### src/inc/spc_pkg.sv
package spc_pkg;
  // ----------------------------------------------------------------
  // register offsets
  // ----------------------------------------------------------------
  localparam logic [7:0] SPC_OFS_SETUP    = 8'h00;
  localparam logic [7:0] SPC_OFS_RBSEL    = 8'h04;
  localparam logic [7:0] SPC_OFS_COMMIT   = 8'h05;
  localparam logic [7:0] SPC_OFS_SCR_LO   = 8'h06;
  localparam logic [7:0] SPC_OFS_SCR_HI   = 8'h07;
  localparam logic [7:0] SPC_OFS_REV      = 8'h0a;
  localparam logic [7:0] SPC_OFS_FAM_LO   = 8'h0c;
  localparam logic [7:0] SPC_OFS_FAM_HI   = 8'h0d;
  // ----------------------------------------------------------------
  // field positions
  // ----------------------------------------------------------------
  localparam int SPC_BIT_FOURWIRE = 7;
  localparam int SPC_BIT_LSBFIRST = 6;
  localparam int SPC_BIT_SOFTRST  = 5;
  localparam int SPC_BIT_RBSEL    = 0;
  localparam int SPC_BIT_COMMIT   = 0;
  // ----------------------------------------------------------------
  // reset values
  // ----------------------------------------------------------------
  localparam logic [7:0] SPC_RST_SETUP   = 8'h00;
  localparam logic       SPC_RST_RBSEL   = 1'b0;
  localparam logic [7:0] SPC_RST_SCRATCH = 8'h00;
  localparam logic [7:0] SPC_RST_ZERO    = 8'h00;
  // ----------------------------------------------------------------
  // state encodings
  // ----------------------------------------------------------------
  typedef enum logic [1:0] {
    SPC_IDLE   = 2'b00,
    SPC_RESET  = 2'b01,
    SPC_RELOAD = 2'b10
  } spc_state_t;
endpackage

### src/core/spc_config_regs.sv
`timescale 1ns/10ps
`default_nettype none
module spc_config_regs
  import spc_pkg::*;
#(
  parameter logic [7:0]  REVISION    = 8'h5a, // arbitrary value
  parameter logic [15:0] FAMILY_CODE = 16'hc3e7 // arbitrary value
) (
  input  wire logic       clk,
  input  wire logic       rst_b,
  input  wire logic       regWrite,
  input  wire logic       regRead,
  input  wire logic [7:0] regAddr,
  input  wire logic [7:0] regWrData,
  output logic      [7:0] regRdData,
  output logic            regRdValid,
  input  wire logic       reloadEnable,
  input  wire logic       reloadDone,
  input  wire logic       nvSave,
  output logic      [7:0] nvSaveData,
  output logic            nvSaveValid,
  output logic            fourWireSelect,
  output logic            lsbFirst,
  output logic            addrIncrement,
  output logic            softResetPulse,
  output logic            reloadStart,
  output logic            reloadBusy,
  output logic      [15:0] scratchActive
);

  // ----------------------------------------------------------------
  // reset synchroniser
  // ----------------------------------------------------------------
  logic rstMeta_reg;
  logic rstSync_reg;
  always_ff @(posedge clk or negedge rst_b) begin
    if (!rst_b) begin
      rstMeta_reg <= 1'b0;
      rstSync_reg <= 1'b0;
    end else begin
      rstMeta_reg <= 1'b1;
      rstSync_reg <= rstMeta_reg;
    end
  end

  // ----------------------------------------------------------------
  // state
  // ----------------------------------------------------------------
  typedef struct packed {
    spc_state_t  state;
    logic        fourWire;
    logic        lsbFirst;
    logic        rbSel;
    logic [15:0] scrBuf;
    logic [15:0] scrAct;
    logic [7:0]  revAct;
    logic [15:0] famAct;
    logic [7:0]  rdData;
    logic        rdValid;
    logic [7:0]  nvData;
    logic        nvValid;
    logic        rstPulse;
    logic        reloadGo;
  } spc_regs_t;

  spc_regs_t r_reg;
  spc_regs_t r_next;

  function automatic logic [7:0] setupByte(input logic fw, input logic lsb);
    setupByte = SPC_RST_ZERO;
    setupByte[SPC_BIT_FOURWIRE] = fw;
    setupByte[SPC_BIT_LSBFIRST] = lsb;
  endfunction

  function automatic logic [7:0] lowBit(input logic b);
    lowBit = SPC_RST_ZERO;
    lowBit[0] = b;
  endfunction

  // ----------------------------------------------------------------
  // next state
  // ----------------------------------------------------------------
  always_comb begin
    logic [15:0] scrView;
    scrView = 16'h0000;
    r_next = r_reg;
    r_next.rdValid = 1'b0;
    r_next.nvValid = 1'b0;
    r_next.rstPulse = 1'b0;
    r_next.reloadGo = 1'b0;
    unique case (r_reg.state)
      SPC_IDLE: begin
        if (regWrite) begin
          unique case (regAddr)
            SPC_OFS_SETUP: begin
              if (regWrData[SPC_BIT_SOFTRST]) begin
                // soft reset returns every register to its reset value
                r_next = '0;
                r_next.state = SPC_RESET;
                r_next.rstPulse = 1'b1;
              end else begin
                // setup bits act at once, reserved bits dropped
                r_next.fourWire = regWrData[SPC_BIT_FOURWIRE];
                r_next.lsbFirst = regWrData[SPC_BIT_LSBFIRST];
              end
            end
            SPC_OFS_RBSEL: r_next.rbSel = regWrData[SPC_BIT_RBSEL];
            SPC_OFS_COMMIT: begin
              // one-step copy; the strobe is never stored
              if (regWrData[SPC_BIT_COMMIT]) begin
                r_next.scrAct = r_reg.scrBuf;
                r_next.revAct = REVISION;
                r_next.famAct = FAMILY_CODE;
              end
            end
            SPC_OFS_SCR_LO: r_next.scrBuf[7:0] = regWrData;
            SPC_OFS_SCR_HI: r_next.scrBuf[15:8] = regWrData;
            default: begin
              // revision and family writes ignored
            end
          endcase
        end
        if (regRead) begin
          scrView = r_reg.rbSel ? r_reg.scrBuf : r_reg.scrAct;
          r_next.rdValid = 1'b1;
          unique case (regAddr)
            SPC_OFS_SETUP:  r_next.rdData = setupByte(r_reg.fourWire, r_reg.lsbFirst);
            SPC_OFS_RBSEL:  r_next.rdData = lowBit(r_reg.rbSel);
            SPC_OFS_COMMIT: r_next.rdData = SPC_RST_ZERO;
            SPC_OFS_SCR_LO: r_next.rdData = scrView[7:0];
            SPC_OFS_SCR_HI: r_next.rdData = scrView[15:8];
            SPC_OFS_REV:    r_next.rdData = r_reg.revAct;
            SPC_OFS_FAM_LO: r_next.rdData = r_reg.famAct[7:0];
            SPC_OFS_FAM_HI: r_next.rdData = r_reg.famAct[15:8];
            default:        r_next.rdData = SPC_RST_ZERO;
          endcase
        end
        if (nvSave) begin
          // save stream carries scratch only, never the setup byte
          r_next.nvValid = 1'b1;
          unique case (regAddr)
            SPC_OFS_SCR_LO: r_next.nvData = r_reg.scrAct[7:0];
            SPC_OFS_SCR_HI: r_next.nvData = r_reg.scrAct[15:8];
            default:        r_next.nvData = SPC_RST_ZERO;
          endcase
        end
      end
      SPC_RESET: begin
        // reload only when a stored configuration is enabled
        r_next.revAct = REVISION;
        r_next.famAct = FAMILY_CODE;
        if (reloadEnable) begin
          r_next.reloadGo = 1'b1;
          r_next.state = SPC_RELOAD;
        end else begin
          r_next.state = SPC_IDLE;
        end
      end
      SPC_RELOAD: begin
        // port stays deaf until the download finishes
        if (reloadDone) r_next.state = SPC_IDLE;
      end
      default: r_next.state = SPC_IDLE;
    endcase
  end

  always_ff @(posedge clk or negedge rstSync_reg) begin
    if (!rstSync_reg) begin
      r_reg <= '0;
      r_reg.state <= SPC_RESET;
    end else begin
      r_reg <= r_next;
    end
  end

  // ----------------------------------------------------------------
  // outputs
  // ----------------------------------------------------------------
  assign regRdData      = r_reg.rdData;
  assign regRdValid     = r_reg.rdValid;
  assign nvSaveData     = r_reg.nvData;
  assign nvSaveValid    = r_reg.nvValid;
  assign fourWireSelect = r_reg.fourWire;
  assign lsbFirst       = r_reg.lsbFirst;
  assign addrIncrement  = r_reg.lsbFirst;
  assign softResetPulse = r_reg.rstPulse;
  assign reloadStart    = r_reg.reloadGo;
  assign reloadBusy     = (r_reg.state != SPC_IDLE);
  assign scratchActive  = r_reg.scrAct;

endmodule
`default_nettype wire

### config.mk
export PLATFORM = sky130hd
export DESIGN_NAME = spc_config_regs
export DESIGN_NICKNAME = d
export VERILOG_FILES = /design/src/inc/spc_pkg.sv /design/src/core/spc_config_regs.sv
export SDC_FILE = /design/constraint.sdc
export NUM_CORES = 1
export LEC_CHECK = 0
export ABC_AREA = 1
export ABC_CLOCK_PERIOD_IN_PS = 6100
export BUFFER_PORTS_ARGS = -buffer_cell sky130_fd_sc_hd__buf_4
export CAP_MARGIN = 20
export CORE_MARGIN = 5
export CORE_UTILIZATION = 47
export CTS_CLUSTER_SIZE = 20
export DETAILED_ROUTE_END_ITERATION = 10
export PLACE_DENSITY = 0.68
export SLEW_MARGIN = 15
export SYNTH_ARGS = -nofsm -noshare
export SYNTH_HDL_FRONTEND = slang
export SYNTH_SLANG_ARGS = --single-unit
### constraint.sdc
create_clock -name clk -period 6.1 [get_ports clk]
set_clock_uncertainty 0.2 [all_clocks]
set_input_delay 0.915 -clock clk [delete_from_list [all_inputs] [get_ports clk]]
set_output_delay 0.915 -clock clk [all_outputs]
set_load 0.01 [all_outputs]
==> reports/results.ini <==
[outcome]
status = complete, no violations

[die]
dieArea_um2 = 8680
boundaryPins = 63
die_y_um = 93.1
core_um2 = 6760
die_w_um = 93.1
rows = 30
start_util_pct = 48.1

[power_and_ir_drop]
vdd_ir_drop_max_mv = 0.153
powerDensity_nw_per_um2 = 235
p_leak_nw = 1.92

[cells_and_area]
layout-drive-gt1-share_pct = 25.1
postLayoutCellArea_um2 = 3700
diodes = 0
fin_nets = 461
final_cells = 523
areaGrowthSynthToFinish_pct = 13.9
largest_register_ffs = 20

[timing]
tightest_slew_ns = 0.920
finalCriticalPeriod_ns = 2.73
hold_violations = 0
finalSetupViolations = 0
max_freq_mhz = 366
period_share_pct = 44.8
drv_slew = 0
slew_headroom_pct = 38.7
fin_tns_setup_ns = 0
rsz0062_at_grt = false
holdWs_ns = 0.146
worst_slack_ns = 3.37

[global_route]
grt_util_met2_pct = 29.3
grt_max_degree = 59
top_usage_layer = met2
antenna_found_initial = 0
grt_pass1_vias = 2753
grtUsageTotal_pct = 19.1
gr-usage-met3_pct = 3.30
overflow = 0
met1_usage_pct = 25.7
grt_pass1_wl_um = 12900

[setup_path]
cp-startpoint = regAddr[5]
r2r_setup_slack_ns = 3.82
crit_fanout = 21
path_delay_family = simple AND/OR/NAND/NOR gates
slowest_stage = or2_1
rr_endpoint = regRdData[6]
reg2reg_depth = 7
slowest_delay_ns = 0.65
cp.required_ns = 6.08
crit_arrival_ns = 2.72
endpoint = scratchActive[9]
crit_buf_inv = 2
worstReg2RegStart = r_reg[80]
path_cells = buf_4 -> nor2_2 -> nand2_2 -> clkinv_1 -> nand3_1 -> or2_1 -> o21ai_0
cp-end-kind = register
worstSetupPathType = in2reg
startpoint_type = input port
critical_path_cell_count = 7

[synth]
ys_types = 30
synth_edf_count = 0
synth_warnings = 0
synth_area_leaders = dfrtp_1, nand2_1, buf_4, nand3_1, o21ai_0
syn_inst = 409
syn_nets = 432
synth_area_leader_cell = dfrtp_1
synth_top_area_share_pct = 45.4
syn_avg_cell_area_um2 = 7.94
yosysMostFrequentCell = nand2_1
synth_seq_cells = 60
async_flop_share_pct = 100
netlist_area_um2 = 3250
synth_seq_area_share_pct = 46.2
synthTopCellsByCount = nand2_1, dfrtp_1, nand3_1, o21ai_0, inv_1
synth-main-ff-cell = dfrtp_1

[cts]
clk_pin_slew_ns = 0.07
clock_latency_ns = 0.34
cts_buffers = 9
clk_path_buf_depth = 2
post_cts.repair.setup_buffers = 0
clock_tree.htree_level_count = 3
cts_tree = built
cts_root_buf = clkbuf_8
clkSinkCount = 60
ctsResizeCount = 0
cts_hold_buf = 0

[placed_design]
place.port_buffers = 62
pre_cts_slack_ns = 3.01
placed_area_um2 = 3520
dpl.cell_count = 507
gp_congestion = 0.851
hpwl_um = 5640

[job]
drv_cap = 0

[detailed_routing]
drc = 0
finalWirelength_um = 7820
viasPerCell = 5.24
drtPass1Iterations = 4
detail_route.wl_per_cell_um = 14.9
drtAntennaViolNets = 0
dr.first_iter.drc_count = 191
route.vias.total = 2739

[hold_path]
hp-class = in2async

==> placed cells by master, fill, tap and decap left out, drive strengths merged <==
master	netlist	routed
a21oi	2	2
o22ai	7	7
o21ai	56	56
nand2	111	111
a31oi	1	1
inv	47	47
clkinv	2	5
clkbuf	5	11
conb	1	1
dfrtp	59	59
dfstp	1	1
nand3b	1	1
o21bai	1	1
nor3	2	2
clkinvlp	0	1
or2	1	1
bufinv	0	1
nor2	19	19
nand4	4	4
nand3	49	49
buf	40	63
==> kinds of logic (layout without fill, tap and decap cells) <==
| group | after synthesis | count (layout) | synth area share (%) |
|---|---|---|---|
| simple gates | 187 | 187 | 26.4 |
| compound gates | 67 | 67 | 12.1 |
| buf+inv | 94 | 128 | 15.1 |
| flops | 60 | 60 | 46.2 |
| other cells | 1 | 1 | 0.115 |
==> report_power, final <==
part           leakage [nW]  total (mW)  switching [mW]  internal, mW
registers             0.755       0.437          0.0161         0.420
clock network        0.0931       0.343           0.156         0.187
logic                  1.07      0.0884          0.0553        0.0331
==> how the worst min path moves through the flow <==
stage	end	cells after the start	slack, ns
floorplan	rstSync_reg	0	0.13
global placement	rstSync_reg	0	0.14
detailed placement	rstSync_reg	0	0.15
CTS	rstSync_reg	1	0.14
global route	rstSync_reg	1	0.14
finish	rstMeta_reg	1	0.15
==> metal layers <==
metal | vias to the layer above | share of wire [%]
li1 | 1337 | -
met1 | 1301 | 45
met2 | 91 | 47
met3 | 10 | 6.3
met4 | 0 | 1.7
met5 | - | 0
==> stage by stage <==
stage	utilization [%]	total power [mW]
3_5_place_dp	52.0	0.533
5_1_grt	54.8	0.903
4_1_cts	54.8	0.874
6_report	54.8	0.868
2_1_floorplan	-	0.499
3_3_place_gp	52.0	0.530
==> cell type report <==
type | instances | area (um^2)
clock inverter | 5 | 52.6
fill | 654 | 3060
timing repair buffer | 63 | 473
tap | 80 | 100
inverter | 49 | 184
clock buffer | 11 | 131
multi-input combinational | 255 | 1250
sequential | 60 | 1500
Power figures use the tool's default switching activity.
